## src/core/sim_pkg.sv

```systemverilog
/*
 Constants for the system integrity monitor: register map, bit positions,
 reset values, clock guard timing.
 Assumes nothing beyond a SystemVerilog compiler.
*/
package sim_pkg;
   // ------------------------------------------------------------------
   // Register map
   // ------------------------------------------------------------------
   localparam logic [11:0] SIM_ADDR_CTRL_STATUS = 12'h000;
   localparam logic [7:0] SIM_CTRL_STATUS_RESET = 8'h00;
   localparam logic [7:0] SIM_WRITE_MASK = 8'h51;
   // ------------------------------------------------------------------
   // Field positions
   // ------------------------------------------------------------------
   localparam int SIM_BIT_SW_IE = 6;
   localparam int SIM_BIT_SW_FLAG = 5;
   localparam int SIM_BIT_BOR = 4;
   localparam int SIM_BIT_CG_IE = 2;
   localparam int SIM_BIT_SAFE = 1;
   localparam int SIM_BIT_WDG = 0;
   // ------------------------------------------------------------------
   // Clock guard timing
   // ------------------------------------------------------------------
   localparam int SIM_CLK_MHZ = 125;
   localparam int SIM_LOSS_TIME_NS = 64;
   localparam int SIM_LOSS_CYCLES = (SIM_LOSS_TIME_NS * SIM_CLK_MHZ) / 1000;
   localparam logic [3:0] SIM_LOSS_CNT_RESET = 4'h0;
   localparam int SIM_SYNC_STAGES = 2;
endpackage : sim_pkg

```

## src/core/sim_monitor.sv

```systemverilog
/*
 System integrity monitor: APB slave with one 8-bit control/status
 register, reset-cause flags, supply warning and clock guard interrupts,
 wait and halt handling.
 Assumes analog comparators and reset sequencing sit outside; reset
 cause pulses arrive together with or during srst_in.
*/
// The address map and the APB register port were left to the implementer.
`timescale 1ns/1ps
// Functional notes
// Filter oscillator glitches only with PLL on
// Switch to safe oscillator on clock loss
// Return to main oscillator on recovery
// Safe-clock flag set while safe clock drives
// Interrupt needs enable and cleared CPU mask
// Wait unaffected; interrupts wake wait, not halt
// Halt freezes status and disables clock guard
// Halt exit resumes guard; reset restarts counter
// Register bit layout, reset value zero
// Supply warning toggle interrupts, cleared on entry
// Supply warning flag is hardware read-only
// Brownout flag set on low-voltage reset, write-zero clears
// Software writes zero to bit 3
// Clock guard enable inert when guard disabled
// Safe flag cleared by read after recovery
// Watchdog flag set by watchdog, cleared otherwise
// Reset cause encoding in two flags
// Brownout flag survives later other resets
// Software ignores watchdog flag without detector
// Supply warning works only with detector enabled
// Byte register, live reads, masked writes
module sim_monitor
(
   // Clock and reset
   input wire logic core_clk_in,
   input wire logic srst_in,
   // APB slave
   input wire logic psel,
   input wire logic penable,
   input wire logic pwrite,
   input wire logic [11:0] paddr,
   input wire logic [31:0] pwdata,
   output logic [31:0] prdata,
   output logic pready,
   output logic pslverr,
   // Configuration options
   input wire logic lvd_option_in,
   input wire logic guard_option_in,
   input wire logic pll_on_in,
   // Reset causes, one-cycle pulses
   input wire logic lvd_reset_in,
   input wire logic wdg_reset_in,
   // Analog and oscillator
   input wire logic supply_low_in,
   input wire logic osc_sample_in,
   // CPU side
   input wire logic cpu_int_mask_in,
   input wire logic halt_in,
   input wire logic wait_in,
   input wire logic sw_irq_ack_in,
   // Outputs
   output logic osc_filtered_out,
   output logic safe_select_out,
   output logic sw_irq_out,
   output logic cg_irq_out,
   output logic wake_out
);
   // ------------------------------------------------------------------
   // Declarations
   // ------------------------------------------------------------------
   logic sw_ie;
   logic cg_ie;
   logic bor_flag;
   logic wdg_flag;
   logic safe_flag;
   logic sw_pending;
   logic sw_level;
   logic sw_toggle;
   logic guard_safe;
   logic guard_filt;
   logic guard_en;
   logic hit;
   logic wr_acc;
   logic rd_acc;
   logic [7:0] status;

   function automatic logic reg_hit(input logic [11:0] addr);
      reg_hit = (addr == sim_pkg::SIM_ADDR_CTRL_STATUS);
   endfunction : reg_hit

   // ------------------------------------------------------------------
   // Submodules
   // ------------------------------------------------------------------
   assign guard_en = guard_option_in;

   // Supply comparator crossing into core clock
   sim_edge_sync u_supply_sync
   (
      .core_clk_in(core_clk_in),
      .srst_in(srst_in),
      .level_in(supply_low_in & lvd_option_in),
      .level_out(sw_level),
      .toggle_out(sw_toggle)
   );

   // Oscillator guard
   sim_clock_guard u_guard
   (
      .core_clk_in(core_clk_in),
      .srst_in(srst_in),
      .enable_in(guard_en),
      .freeze_in(halt_in),
      .pll_on_in(pll_on_in),
      .osc_sample_in(osc_sample_in),
      .osc_filtered_out(guard_filt),
      .safe_select_out(guard_safe)
   );

   // ------------------------------------------------------------------
   // Bus decode
   // ------------------------------------------------------------------
   assign hit = reg_hit(paddr);
   assign wr_acc = psel & penable & pready & pwrite & hit;
   assign rd_acc = psel & penable & pready & ~pwrite & hit;

   // Live register view, bit 3 and 7 read zero
   always_comb
   begin
      status = sim_pkg::SIM_CTRL_STATUS_RESET;
      status[sim_pkg::SIM_BIT_SW_IE] = sw_ie;
      status[sim_pkg::SIM_BIT_SW_FLAG] = sw_level & lvd_option_in;
      status[sim_pkg::SIM_BIT_BOR] = bor_flag;
      status[sim_pkg::SIM_BIT_CG_IE] = cg_ie;
      status[sim_pkg::SIM_BIT_SAFE] = safe_flag & guard_en;
      status[sim_pkg::SIM_BIT_WDG] = wdg_flag;
   end

   // APB answer: one wait state, error on unmapped address
   always_ff @(posedge core_clk_in)
   begin
      if (srst_in)
      begin
         pready <= 1'b0;
         pslverr <= 1'b0;
         prdata <= 32'h0000_0000;
      end
      else
      begin
         pready <= psel & penable & ~pready;
         pslverr <= psel & penable & ~pready & ~hit;
         if (psel & penable & ~pready & ~pwrite & hit)
            prdata <= {24'h00_0000, status};
         else
            prdata <= 32'h0000_0000;
      end
   end

   // ------------------------------------------------------------------
   // Control bits
   // ------------------------------------------------------------------
   // Enables are software read/write; bit 3 never stored
   always_ff @(posedge core_clk_in)
   begin
      if (srst_in)
      begin
         sw_ie <= 1'b0;
         cg_ie <= 1'b0;
      end
      else if (wr_acc)
      begin
         sw_ie <= pwdata[sim_pkg::SIM_BIT_SW_IE];
         cg_ie <= pwdata[sim_pkg::SIM_BIT_CG_IE];
      end
   end

   // ------------------------------------------------------------------
   // Reset-cause flags, kept across srst_in
   // ------------------------------------------------------------------
   // Brownout flag: set by low-voltage reset, write zero clears
   always_ff @(posedge core_clk_in)
   begin
      if (lvd_reset_in & lvd_option_in)
         bor_flag <= 1'b1;
      else if (halt_in)
         bor_flag <= bor_flag;
      else if (wr_acc & ~pwdata[sim_pkg::SIM_BIT_BOR])
         bor_flag <= 1'b0;
   end

   // Watchdog flag: low-voltage reset clears, watchdog sets
   always_ff @(posedge core_clk_in)
   begin
      if (lvd_reset_in & lvd_option_in)
         wdg_flag <= 1'b0;
      else if (wdg_reset_in)
         wdg_flag <= 1'b1;
      else if (srst_in)
         wdg_flag <= wdg_flag;
      else if (halt_in)
         wdg_flag <= wdg_flag;
      else if (wr_acc & ~pwdata[sim_pkg::SIM_BIT_WDG])
         wdg_flag <= 1'b0;
   end

   // ------------------------------------------------------------------
   // Safe-clock flag and interrupts
   // ------------------------------------------------------------------
   // Set while safe clock drives; read clears once recovered
   always_ff @(posedge core_clk_in)
   begin
      if (srst_in | ~guard_en)
         safe_flag <= 1'b0;
      else if (guard_safe)
         safe_flag <= 1'b1;
      else if (rd_acc)
         safe_flag <= 1'b0;
   end

   // Supply warning pending: toggle sets, service entry clears
   always_ff @(posedge core_clk_in)
   begin
      if (srst_in)
         sw_pending <= 1'b0;
      else if (sw_toggle & sw_ie & lvd_option_in)
         sw_pending <= 1'b1;
      else if (sw_irq_ack_in)
         sw_pending <= 1'b0;
   end

   // Requests gated by CPU mask; wake only from wait
   always_ff @(posedge core_clk_in)
   begin
      if (srst_in)
      begin
         sw_irq_out <= 1'b0;
         cg_irq_out <= 1'b0;
         wake_out <= 1'b0;
         osc_filtered_out <= 1'b0;
         safe_select_out <= 1'b0;
      end
      else
      begin
         sw_irq_out <= sw_pending & ~cpu_int_mask_in;
         cg_irq_out <= safe_flag & cg_ie & guard_en & ~cpu_int_mask_in;
         wake_out <= wait_in & ~halt_in & (sw_pending | (safe_flag & cg_ie & guard_en));
         osc_filtered_out <= guard_filt;
         safe_select_out <= guard_safe;
      end
   end

   // ------------------------------------------------------------------
   // Assertions
   // ------------------------------------------------------------------
   a_apb_ready_one: assert property (@(posedge core_clk_in) disable iff (srst_in)
      psel && penable && !pready |=> pready)
      else $error("pready not one cycle after access");
   a_read_live_status: assert property (@(posedge core_clk_in) disable iff (srst_in)
      psel && penable && !pready && !pwrite && hit |=> prdata[7:0] == $past(status))
      else $error("read data not live status");
   a_bit_three_zero: assert property (@(posedge core_clk_in) disable iff (srst_in)
      pready |-> prdata[3] == 1'b0 && prdata[7] == 1'b0)
      else $error("reserved bit read nonzero");
   a_safe_flag_sets: assert property (@(posedge core_clk_in) disable iff (srst_in)
      guard_safe && guard_en |=> safe_flag)
      else $error("safe flag not set");
   a_safe_forced_zero: assert property (@(posedge core_clk_in) disable iff (srst_in)
      !guard_en |-> status[sim_pkg::SIM_BIT_SAFE] == 1'b0)
      else $error("safe flag not forced zero");
   a_irq_masked: assert property (@(posedge core_clk_in) disable iff (srst_in)
      $past(cpu_int_mask_in) |-> !sw_irq_out && !cg_irq_out)
      else $error("interrupt raised while masked");
   a_no_halt_wake: assert property (@(posedge core_clk_in) disable iff (srst_in)
      $past(halt_in) |-> !wake_out)
      else $error("wake during halt");
   a_toggle_pending: assert property (@(posedge core_clk_in) disable iff (srst_in)
      sw_toggle && sw_ie && lvd_option_in |=> sw_pending)
      else $error("toggle lost");
   a_bor_sticky: assert property (@(posedge core_clk_in)
      bor_flag && !wr_acc |=> bor_flag)
      else $error("brownout flag lost");
   a_wdg_lvd_clear: assert property (@(posedge core_clk_in)
      lvd_reset_in && lvd_option_in |=> !wdg_flag && bor_flag)
      else $error("low-voltage reset encoding wrong");
   a_guard_frozen: assert property (@(posedge core_clk_in) disable iff (srst_in)
      halt_in && guard_en && $past(halt_in) |-> $stable(guard_safe))
      else $error("guard moved in halt");

   c_safe_switch: cover property (@(posedge core_clk_in) disable iff (srst_in)
      !guard_safe ##1 guard_safe);
   c_sw_irq: cover property (@(posedge core_clk_in) disable iff (srst_in) sw_irq_out);
   c_wait_wake: cover property (@(posedge core_clk_in) disable iff (srst_in) wake_out);
   c_safe_read_clear: cover property (@(posedge core_clk_in) disable iff (srst_in)
      safe_flag ##1 !safe_flag);
endmodule : sim_monitor

```

## src/core/sim_edge_sync.sv

```systemverilog
/*
 Two-stage synchroniser with a toggle detector on the settled level.
 Assumes a single clock and synchronous active-high reset.
*/
`timescale 1ns/1ps
module sim_edge_sync
(
   // Clock and reset
   input wire logic core_clk_in,
   input wire logic srst_in,
   // Level in and out
   input wire logic level_in,
   output logic level_out,
   output logic toggle_out
);
   logic meta;
   logic settled;
   logic settled_q;

   // Two flops, first one read only by second
   always_ff @(posedge core_clk_in)
   begin
      if (srst_in)
      begin
         meta <= 1'b0;
         settled <= 1'b0;
      end
      else
      begin
         meta <= level_in;
         settled <= meta;
      end
   end

   // Delayed copy for change detection
   always_ff @(posedge core_clk_in)
   begin
      if (srst_in)
         settled_q <= 1'b0;
      else
         settled_q <= settled;
   end

   assign level_out = settled;
   assign toggle_out = settled ^ settled_q;
endmodule : sim_edge_sync

```

## src/core/sim_clock_guard.sv

```systemverilog
/*
 Clock guard: glitch filter on the main oscillator edge stream and loss
 detector that selects the safe oscillator while edges are missing.
 Assumes the oscillator sample is synchronous to core_clk_in.
*/
`timescale 1ns/1ps
module sim_clock_guard
(
   // Clock and reset
   input wire logic core_clk_in,
   input wire logic srst_in,
   // Control
   input wire logic enable_in,
   input wire logic freeze_in,
   input wire logic pll_on_in,
   // Oscillator sample
   input wire logic osc_sample_in,
   // Status
   output logic osc_filtered_out,
   output logic safe_select_out
);
   logic [2:0] hist;
   logic [3:0] loss_cnt;
   logic edge_seen;

   // Majority-of-three filter, bypassed when PLL is off
   always_ff @(posedge core_clk_in)
   begin
      if (srst_in)
      begin
         hist <= 3'h0;
         osc_filtered_out <= 1'b0;
      end
      else
      begin
         hist <= {hist[1:0], osc_sample_in};
         if (pll_on_in)
            osc_filtered_out <= (hist[0] & hist[1]) | (hist[1] & hist[2]) | (hist[0] & hist[2]);
         else
            osc_filtered_out <= hist[0];
      end
   end

   assign edge_seen = hist[1] ^ hist[2];

   // Loss counter and safe selection; frozen in halt, reset restarts it
   always_ff @(posedge core_clk_in)
   begin
      if (srst_in)
      begin
         loss_cnt <= sim_pkg::SIM_LOSS_CNT_RESET;
         safe_select_out <= 1'b0;
      end
      else if (!enable_in)
      begin
         loss_cnt <= sim_pkg::SIM_LOSS_CNT_RESET;
         safe_select_out <= 1'b0;
      end
      else if (!freeze_in)
      begin
         if (edge_seen)
         begin
            loss_cnt <= sim_pkg::SIM_LOSS_CNT_RESET;
            safe_select_out <= 1'b0;
         end
         else if (loss_cnt == 4'(sim_pkg::SIM_LOSS_CYCLES - 1))
            safe_select_out <= 1'b1;
         else
            loss_cnt <= loss_cnt + 4'h1;
      end
   end
endmodule : sim_clock_guard

```

## config.mk

```make
export PLATFORM = sky130hd
export DESIGN_NAME = sim_monitor
export DESIGN_NICKNAME = d
export VERILOG_FILES = /design/src/core/sim_pkg.sv /design/src/core/sim_monitor.sv /design/src/core/sim_edge_sync.sv /design/src/core/sim_clock_guard.sv
export SDC_FILE = /design/constraint.sdc
export NUM_CORES = 1
export LEC_CHECK = 0
export ABC_CLOCK_PERIOD_IN_PS = 3830
export BUFFER_PORTS_ARGS = -buffer_cell sky130_fd_sc_hd__buf_4
export CAP_MARGIN = 25
export CORE_MARGIN = 10
export CORE_UTILIZATION = 44
export DETAILED_ROUTE_END_ITERATION = 10
export GPL_TIMING_DRIVEN = 0
export PLACE_DENSITY = 0.85
export SETUP_SLACK_MARGIN = 0.05
export SYNTH_ARGS = -nofsm -noshare
export SYNTH_HDL_FRONTEND = slang
export SYNTH_SLANG_ARGS = --single-unit
```

## constraint.sdc

```tcl
create_clock -name core_clk_in -period 3.83 [get_ports core_clk_in]
set_input_delay 0.1915 -clock core_clk_in [delete_from_list [all_inputs] [get_ports core_clk_in]]
set_output_delay 0.1915 -clock core_clk_in [all_outputs]
set_load 0.01 [all_outputs]
```

==> results of run 1 <==
-- layout make-up --
cell class | count | area [sq um] | area share
repair buffers | 43 | 323 | 0.166
clock inverters | 1 | 5.00 | 0.00258
flip-flops and latches | 31 | 621 | 0.320
inverters | 7 | 26.3 | 0.0135
clock buffers | 6 | 51.3 | 0.0264
plain buffers | 32 | 225 | 0.116
well taps | 44 | 55.1 | 0.0284
multi-input cells | 103 | 634 | 0.327
-- worst paths after layout --
path                                      start          to  slack, ns
worst max-delay path                     pready   prdata[5]       2.47
worst min-delay path            cpu_int_mask_in  sw_irq_out       0.03
worst max register to register           pready   prdata[5]       2.47
worst min register to register         bor_flag   prdata[4]       0.45
-- worst reg2reg max path: cells and delay by family, from the launching register on --
kind,cells,cell delay [ns]
buf+inv,1,0.22
simple gates,2,0.73
flops,1,0.35
-- flip-flops by register name, indices dropped and copies added, names as in the netlist --
signal	cells
osc_filtered_out	1
prdata	6
u_guard.osc_filtered_out	1
sw_irq_out	1
pslverr	1
pready	1
bor_flag	1
u_guard.hist	3
u_supply_sync.meta	1
u_guard.safe_select_out	1
u_supply_sync.settled_q	1
safe_flag	1
u_supply_sync.level_out	1
wake_out	1
wdg_flag	1
cg_irq_out	1
sw_ie	1
cg_ie	1
safe_select_out	1
u_guard.loss_cnt	4
sw_pending	1
-- metrics by stage --
stage / hold WS (ns) / total power [mW] / util
floorplan: 0.267 / 0.388 / -
global placement: 0.369 / 0.419 / 0.617
detailed placement: 0.368 / 0.420 / 0.617
CTS: 0.0198 / 0.607 / 0.636
global route: 0.0153 / 0.633 / 0.636
finish: 0.0307 / 0.601 / 0.636
-- report_power, final --
group | switching (mW) | internal (mW) | leakage, nW
Sequential | 0.00305 | 0.327 | 0.251
Clock | 0.102 | 0.0848 | 0.0341
Combinational | 0.0365 | 0.0475 | 0.639
Total | 0.141 | 0.460 | 0.924
-- logic make-up (layout without fill, tap and decap cells) --
| logic type | after synthesis | count (layout) |
|---|---|---|
| compound gates | 19 | 19 |
| simple gates | 53 | 53 |
| mux | 2 | 2 |
| buf+inv | 39 | 89 |
| fa+ha+maj | 2 | 2 |
| flops | 31 | 31 |
| other cells | 1 | 26 |
| xor+xnor | 1 | 1 |
-- cells in the mapped netlist (all sizes together), types with 3 or more instances --
cell	n	share of area
or4	4	0.027
nand2b	5	0.022
nand2	9	0.024
a31oi	4	0.018
nor3	7	0.046
clkbuf	5	0.013
buf	27	0.15
nor4	4	0.028
a21oi	4	0.014
o21ai	3	0.011
nor2	5	0.013
dfxtp	31	0.44
inv	7	0.019
nor2b	9	0.040
-- routing by layer --
metal  GRT usage  share of wire  vias to the layer above  routed length (um)
met2       0.162           0.45                       47                1370
met3      0.0793           0.13                        7                 385
met1       0.103           0.40                      478                1230
met5           0              0                        -                   0
li1            -              -                      602                   -
met4      0.0613          0.024                        0                  72
==> results.py, run 1 <==
metrics = {
    "run_status": {
        "outcome": "complete, no violations",
    },
    "yosys": {
        "ys_warn_count": 0,
        "synthSimpleGateAreaFrac": 0.251,
        "syn-cell-area_sq_um": 1410,
        "synth_fa_ha_area_frac": 0.0177,
        "synthFlopType": "dfxtp_1",
        "synthMuxAreaShare": 0.0142,
        "avgSynthCellArea_sq_um": 9.54,
        "synth_compound_area_frac": 0.0912,
        "synth_seq_area_share": 0.439,
        "synth-xor-area-share": 0.00620,
        "synth_edf_count": 0,
        "synth_top_family_by_area": "simple AND/OR/NAND/NOR gates",
        "synthCells": 148,
        "yosys.cell_types.count": 37,
        "synth-seq-cells": 31,
        "async_flop_share": 0,
    },
    "drt": {
        "routed_wl_um": 3060,
        "drtIter0Drc": 68,
        "drtPass1Iterations": 4,
        "drt-vias-per-instance": 4.25,
        "drc": 0,
        "num_vias": 1134,
        "drtAntennaViolNets": 0,
        "wl_per_cell_um": 11.5,
    },
    "floorplanning": {
        "rows": 20,
        "ios": 99,
        "coreArea_sq_um": 3050,
        "dieArea_sq_um": 5880,
        "die_w_um": 76.7,
        "fp.dieH_um": 76.7,
        "start_util": 0.463,
    },
    "clock_network": {
        "clock-root-buffer": "clkbuf_4",
        "clk_latency_ns": 0.32,
        "cts_resized": 0,
        "htreeDepth": 2,
        "cts_tree": "built",
        "clock_sinks": 31,
        "cts-hold-fix-buffers": 0,
        "clock_path_buffers": 2,
        "cts_buffers": 5,
        "path_clk_slew_ns": 0.09,
        "cts_setup_buffers": 0,
    },
    "global_routing": {
        "groute.usage.overall": 0.107,
        "grt_pass1_wl_um": 5030,
        "grt_max_degree": 11,
        "grt_pass1_vias": 1142,
        "grt_overflow": 0,
        "antenna_found_initial": 0,
    },
    "worst_setup_path": {
        "cp_data_arrival_time_ns": 1.62,
        "cp_slowest_cell": "or4_1",
        "critPathMaxStageDelay_ns": 0.54,
        "cp-start-kind": "register",
        "crit_family": "simple AND/OR/NAND/NOR gates",
        "cp-end-kind": "register",
        "cp_max_fo": 6,
        "crit_type": "reg -> reg",
        "rr_worst_depth": 3,
        "cp_cell_sequence": "or4_1 > clkbuf_1 > nor3_2",
        "path_buf_inv": 1,
        "cp_num_cells": 3,
        "cp.required_ns": 4.09,
    },
    "timing": {
        "fin_crit_sh": 0.356,
        "setup_tns_ns": 0,
        "fmax_mhz": 733,
        "period_minus_slack_ns": 1.36,
        "worst_slack_ns": 2.47,
        "finalSetupViolCount": 0,
        "maxSlewViolCount": 0,
        "finalHoldViolCount": 0,
        "fin_skew_ns": 0.00277,
        "grt_setup_unrepaired": "no",
    },
    "final_layout": {
        "antenna_cells": 0,
        "drive_gt1_frac": 0.399,
        "stdcell_count": 267,
        "final_common_cell": "buf_4",
        "areaGrowthSynthToFinish_pct": 37.4,
        "design_area_sq_um": 1940,
        "fin_nets": 285,
        "fillers": 283,
        "layout_common_cells": "buf_4, dfxtp_1, conb_1",
    },
    "place": {
        "place_area_sq_um": 1880,
        "dp_slack_ns": 2.17,
        "dp.cells": 260,
        "gp_congestion": 0.766,
        "hpwl_um": 2560,
        "io_buffers": 43,
    },
    "pwr": {
        "p_leak_nw": 0.924,
        "powerDensity_nw_per_um2": 310,
        "peakVddDrop_uv": 98.5,
    },
    "job": {
        "maxCapViolations": 0,
    },
    "worst_hold_path": {
        "min_path_cells": 2,
        "hold_class": "in -> reg",
    },
}
Note: power is estimated with default switching activity, not from simulation.
==> run 2, diff against run 1 <==
Settings changed: ABC_AREA set to 1, ABC_CLOCK_PERIOD_IN_PS 3830 to 1100, CORE_UTILIZATION 44 to 37, PLACE_DENSITY 0.85 to 0.75.
Clock period 3.83 ns to 1.1 ns, I/O delays scaled along.
==> results.py, run 2 <==
metrics = {
    "run_status": {
        "outcome": "finished with violations",
        "violations": "hold timing, setup timing",
    },
    "floorplanning": {
        "coreArea_sq_um": 3740,
        "fp.dieH_um": 82.8,
        "dieArea_sq_um": 6850,
        "die_w_um": 82.8,
        "rows": 22,
        "ios": 99,
        "start_util": 0.389,
    },
    "timing": {
        "maxSlewViolCount": 0,
        "finalSetupViolCount": 4,
        "fin_skew_ns": 0.00560,
        "holdWs_ns": -0.00903,
        "fin_crit_sh": 1.07,
        "period_minus_slack_ns": 1.18,
        "grt_setup_unrepaired": "yes",
        "finalHoldViolCount": 4,
        "worst_slack_ns": -0.0773,
        "fmax_mhz": 849,
    },
    "global_routing": {
        "grt_max_degree": 11,
        "grt_pass1_vias": 1171,
        "grt_overflow": 0,
        "antenna_found_initial": 0,
        "grt_pass1_wl_um": 5290,
        "groute.usage.overall": 0.102,
    },
    "drt": {
        "drtPass1Iterations": 4,
        "drtIter0Drc": 43,
        "wl_per_cell_um": 11.4,
        "drc": 0,
        "routed_wl_um": 3520,
        "drt-vias-per-instance": 4.02,
        "num_vias": 1237,
        "drtAntennaViolNets": 0,
    },
    "yosys": {
        "syn-cell-area_sq_um": 1460,
        "synth_top_family_by_area": "simple AND/OR/NAND/NOR gates",
        "synth_area_leaders": "dfxtp_1, buf_4, inv_1",
        "synth_compound_area_frac": 0.0687,
        "synth_top_area_share": 0.426,
        "synth_commonest_cells": "dfxtp_1, buf_4, inv_1, nor2_1, nand2_1",
        "ys_warn_count": 0,
        "synth_fa_ha_area_frac": 0.0172,
        "synth_edf_count": 0,
        "synth-xor-area-share": 0.00601,
        "avgSynthCellArea_sq_um": 8.24,
        "yosys.cell_types.count": 30,
        "synthMuxAreaShare": 0,
        "synth_top_cell_by_area": "dfxtp_1",
        "synthMostInstantiatedCell": "dfxtp_1",
        "async_flop_share": 0,
        "synth-seq-cells": 31,
        "synthSimpleGateAreaFrac": 0.263,
        "synthFlopType": "dfxtp_1",
        "synthCells": 177,
        "synth_seq_area_share": 0.426,
    },
    "final_layout": {
        "final_common_cell": "buf_4",
        "drive_gt1_frac": 0.454,
        "largest-register": "prdata",
        "antenna_cells": 0,
        "utilization": 0.584,
        "fin_nets": 321,
        "stdcell_count": 308,
        "largest_reg_flops": 6,
        "largestRegisters": "prdata: 6 flops, u_guard.loss_cnt: 4 flops, u_guard.hist: 3 flops",
        "layout_common_cells": "buf_4, conb_1, dfxtp_1",
        "areaGrowthSynthToFinish_pct": 49.9,
    },
    "pwr": {
        "powerDensity_nw_per_um2": 1210,
        "total_power_mw": 2.64,
        "p_leak_nw": 1.06,
        "peakVddDrop_uv": 486,
    },
    "worst_hold_path": {
        "hold_path_end": "pready",
        "hold_class": "in -> reg",
        "worstHoldStart": "srst_in",
        "min_path_cells": 2,
    },
    "worst_setup_path": {
        "cp-start-kind": "register",
        "reg2reg_to": "u_guard.loss_cnt[1]",
        "r2r_start": "u_guard.loss_cnt[0]",
        "r2r_slack_ns": -0.08,
        "rr_worst_depth": 6,
        "cp_data_arrival_time_ns": 1.39,
        "cp_max_fo": 4,
        "cp-end-kind": "register",
        "crit_type": "reg -> reg",
        "cp.required_ns": 1.31,
    },
    "clock_network": {
        "htreeDepth": 2,
        "path_clk_slew_ns": 0.06,
        "clk_latency_ns": 0.28,
        "cts_buffers": 5,
        "clock_sinks": 31,
        "clock_path_buffers": 2,
        "clock-root-buffer": "clkbuf_8",
        "cts_tree": "built",
    },
    "place": {
        "gp_congestion": 0.791,
        "dp_slack_ns": -0.0800,
        "hpwl_um": 2810,
        "dp.cells": 293,
        "io_buffers": 43,
    },
    "job": {
        "maxCapViolations": 0,
    },
}
run 2: where the power goes:
group / total, mW / internal [mW] / switching [mW]
registers: 1.15 / 1.14 / 0.0117
clock network: 1.15 / 0.732 / 0.417
logic: 0.342 / 0.187 / 0.155
total: 2.64 / 2.06 / 0.584
run 2: kinds of logic (layout without fill, tap and decap cells):
| kind of cell | after synthesis | after routing |
|---|---|---|
| xor+xnor | 1 | 1 |
| buf+inv | 55 | 113 |
| simple gates | 71 | 71 |
| other cells | 1 | 26 |
| fa+ha+maj | 2 | 2 |
| flops | 31 | 31 |
| compound gates | 16 | 16 |
run 2: worst max path at each step:
stage	from	endpoint	depth (start not counted)
5_1_grt	u_guard.loss_cnt[0]	u_guard.loss_cnt[1]	6
6_report	u_guard.loss_cnt[0]	u_guard.loss_cnt[1]	6
3_5_place_dp	u_guard.loss_cnt[0]	u_guard.loss_cnt[1]	6
3_3_place_gp	u_guard.loss_cnt[0]	u_guard.loss_cnt[1]	6
4_1_cts	u_guard.loss_cnt[0]	u_guard.loss_cnt[1]	6
2_1_floorplan	u_guard.loss_cnt[1]	u_guard.loss_cnt[1]	6
run 2: area by class of cell:
cell class | instances | area [sq um]
Tap cell | 48 | 60.1
Buffer | 28 | 210
Clock buffer | 6 | 82.6
Timing Repair Buffer | 50 | 389
Fill cell | 332 | 1560
Sequential cell | 31 | 627
Inverter | 27 | 109
Multi-Input combinational cell | 116 | 672
Clock inverter | 2 | 35.0
run 2: metal layers:
layer | part of all wire | vias to the layer above | GRT usage
met1 | 0.36 | 531 | 0.0956
li1 | - | 656 | -
met4 | 0.016 | 0 | 0.0452
met5 | 0 | - | 0
met2 | 0.53 | 43 | 0.179
met3 | 0.096 | 7 | 0.0572
run 2: worst max-delay path: stages (launching register included):
cell	delay (ns)
dfxtp_2	0.36
ha_4	0.15
nand2_4	0.05
nor2_4	0.14
a21oi_4	0.08
or2_1	0.22
a21oi_2	0.11
run 2: metrics by stage:
stage	instance area (sq um)	TNS, ns
6_report	2180	-0.212
5_1_grt	2180	-0.456
4_1_cts	2160	-0.170
3_5_place_dp	1970	-0.163
3_3_place_gp	1970	-0.0861
2_1_floorplan	1590	-0.00888
run 2: timing repair:
action,CTS,global route
endpoints found under the hold margin,7,0
setup buffers,1,2
hold buffers,5,0
endpoints found under the setup margin,4,15
gates resized for setup,2,7
pin swaps,5,1
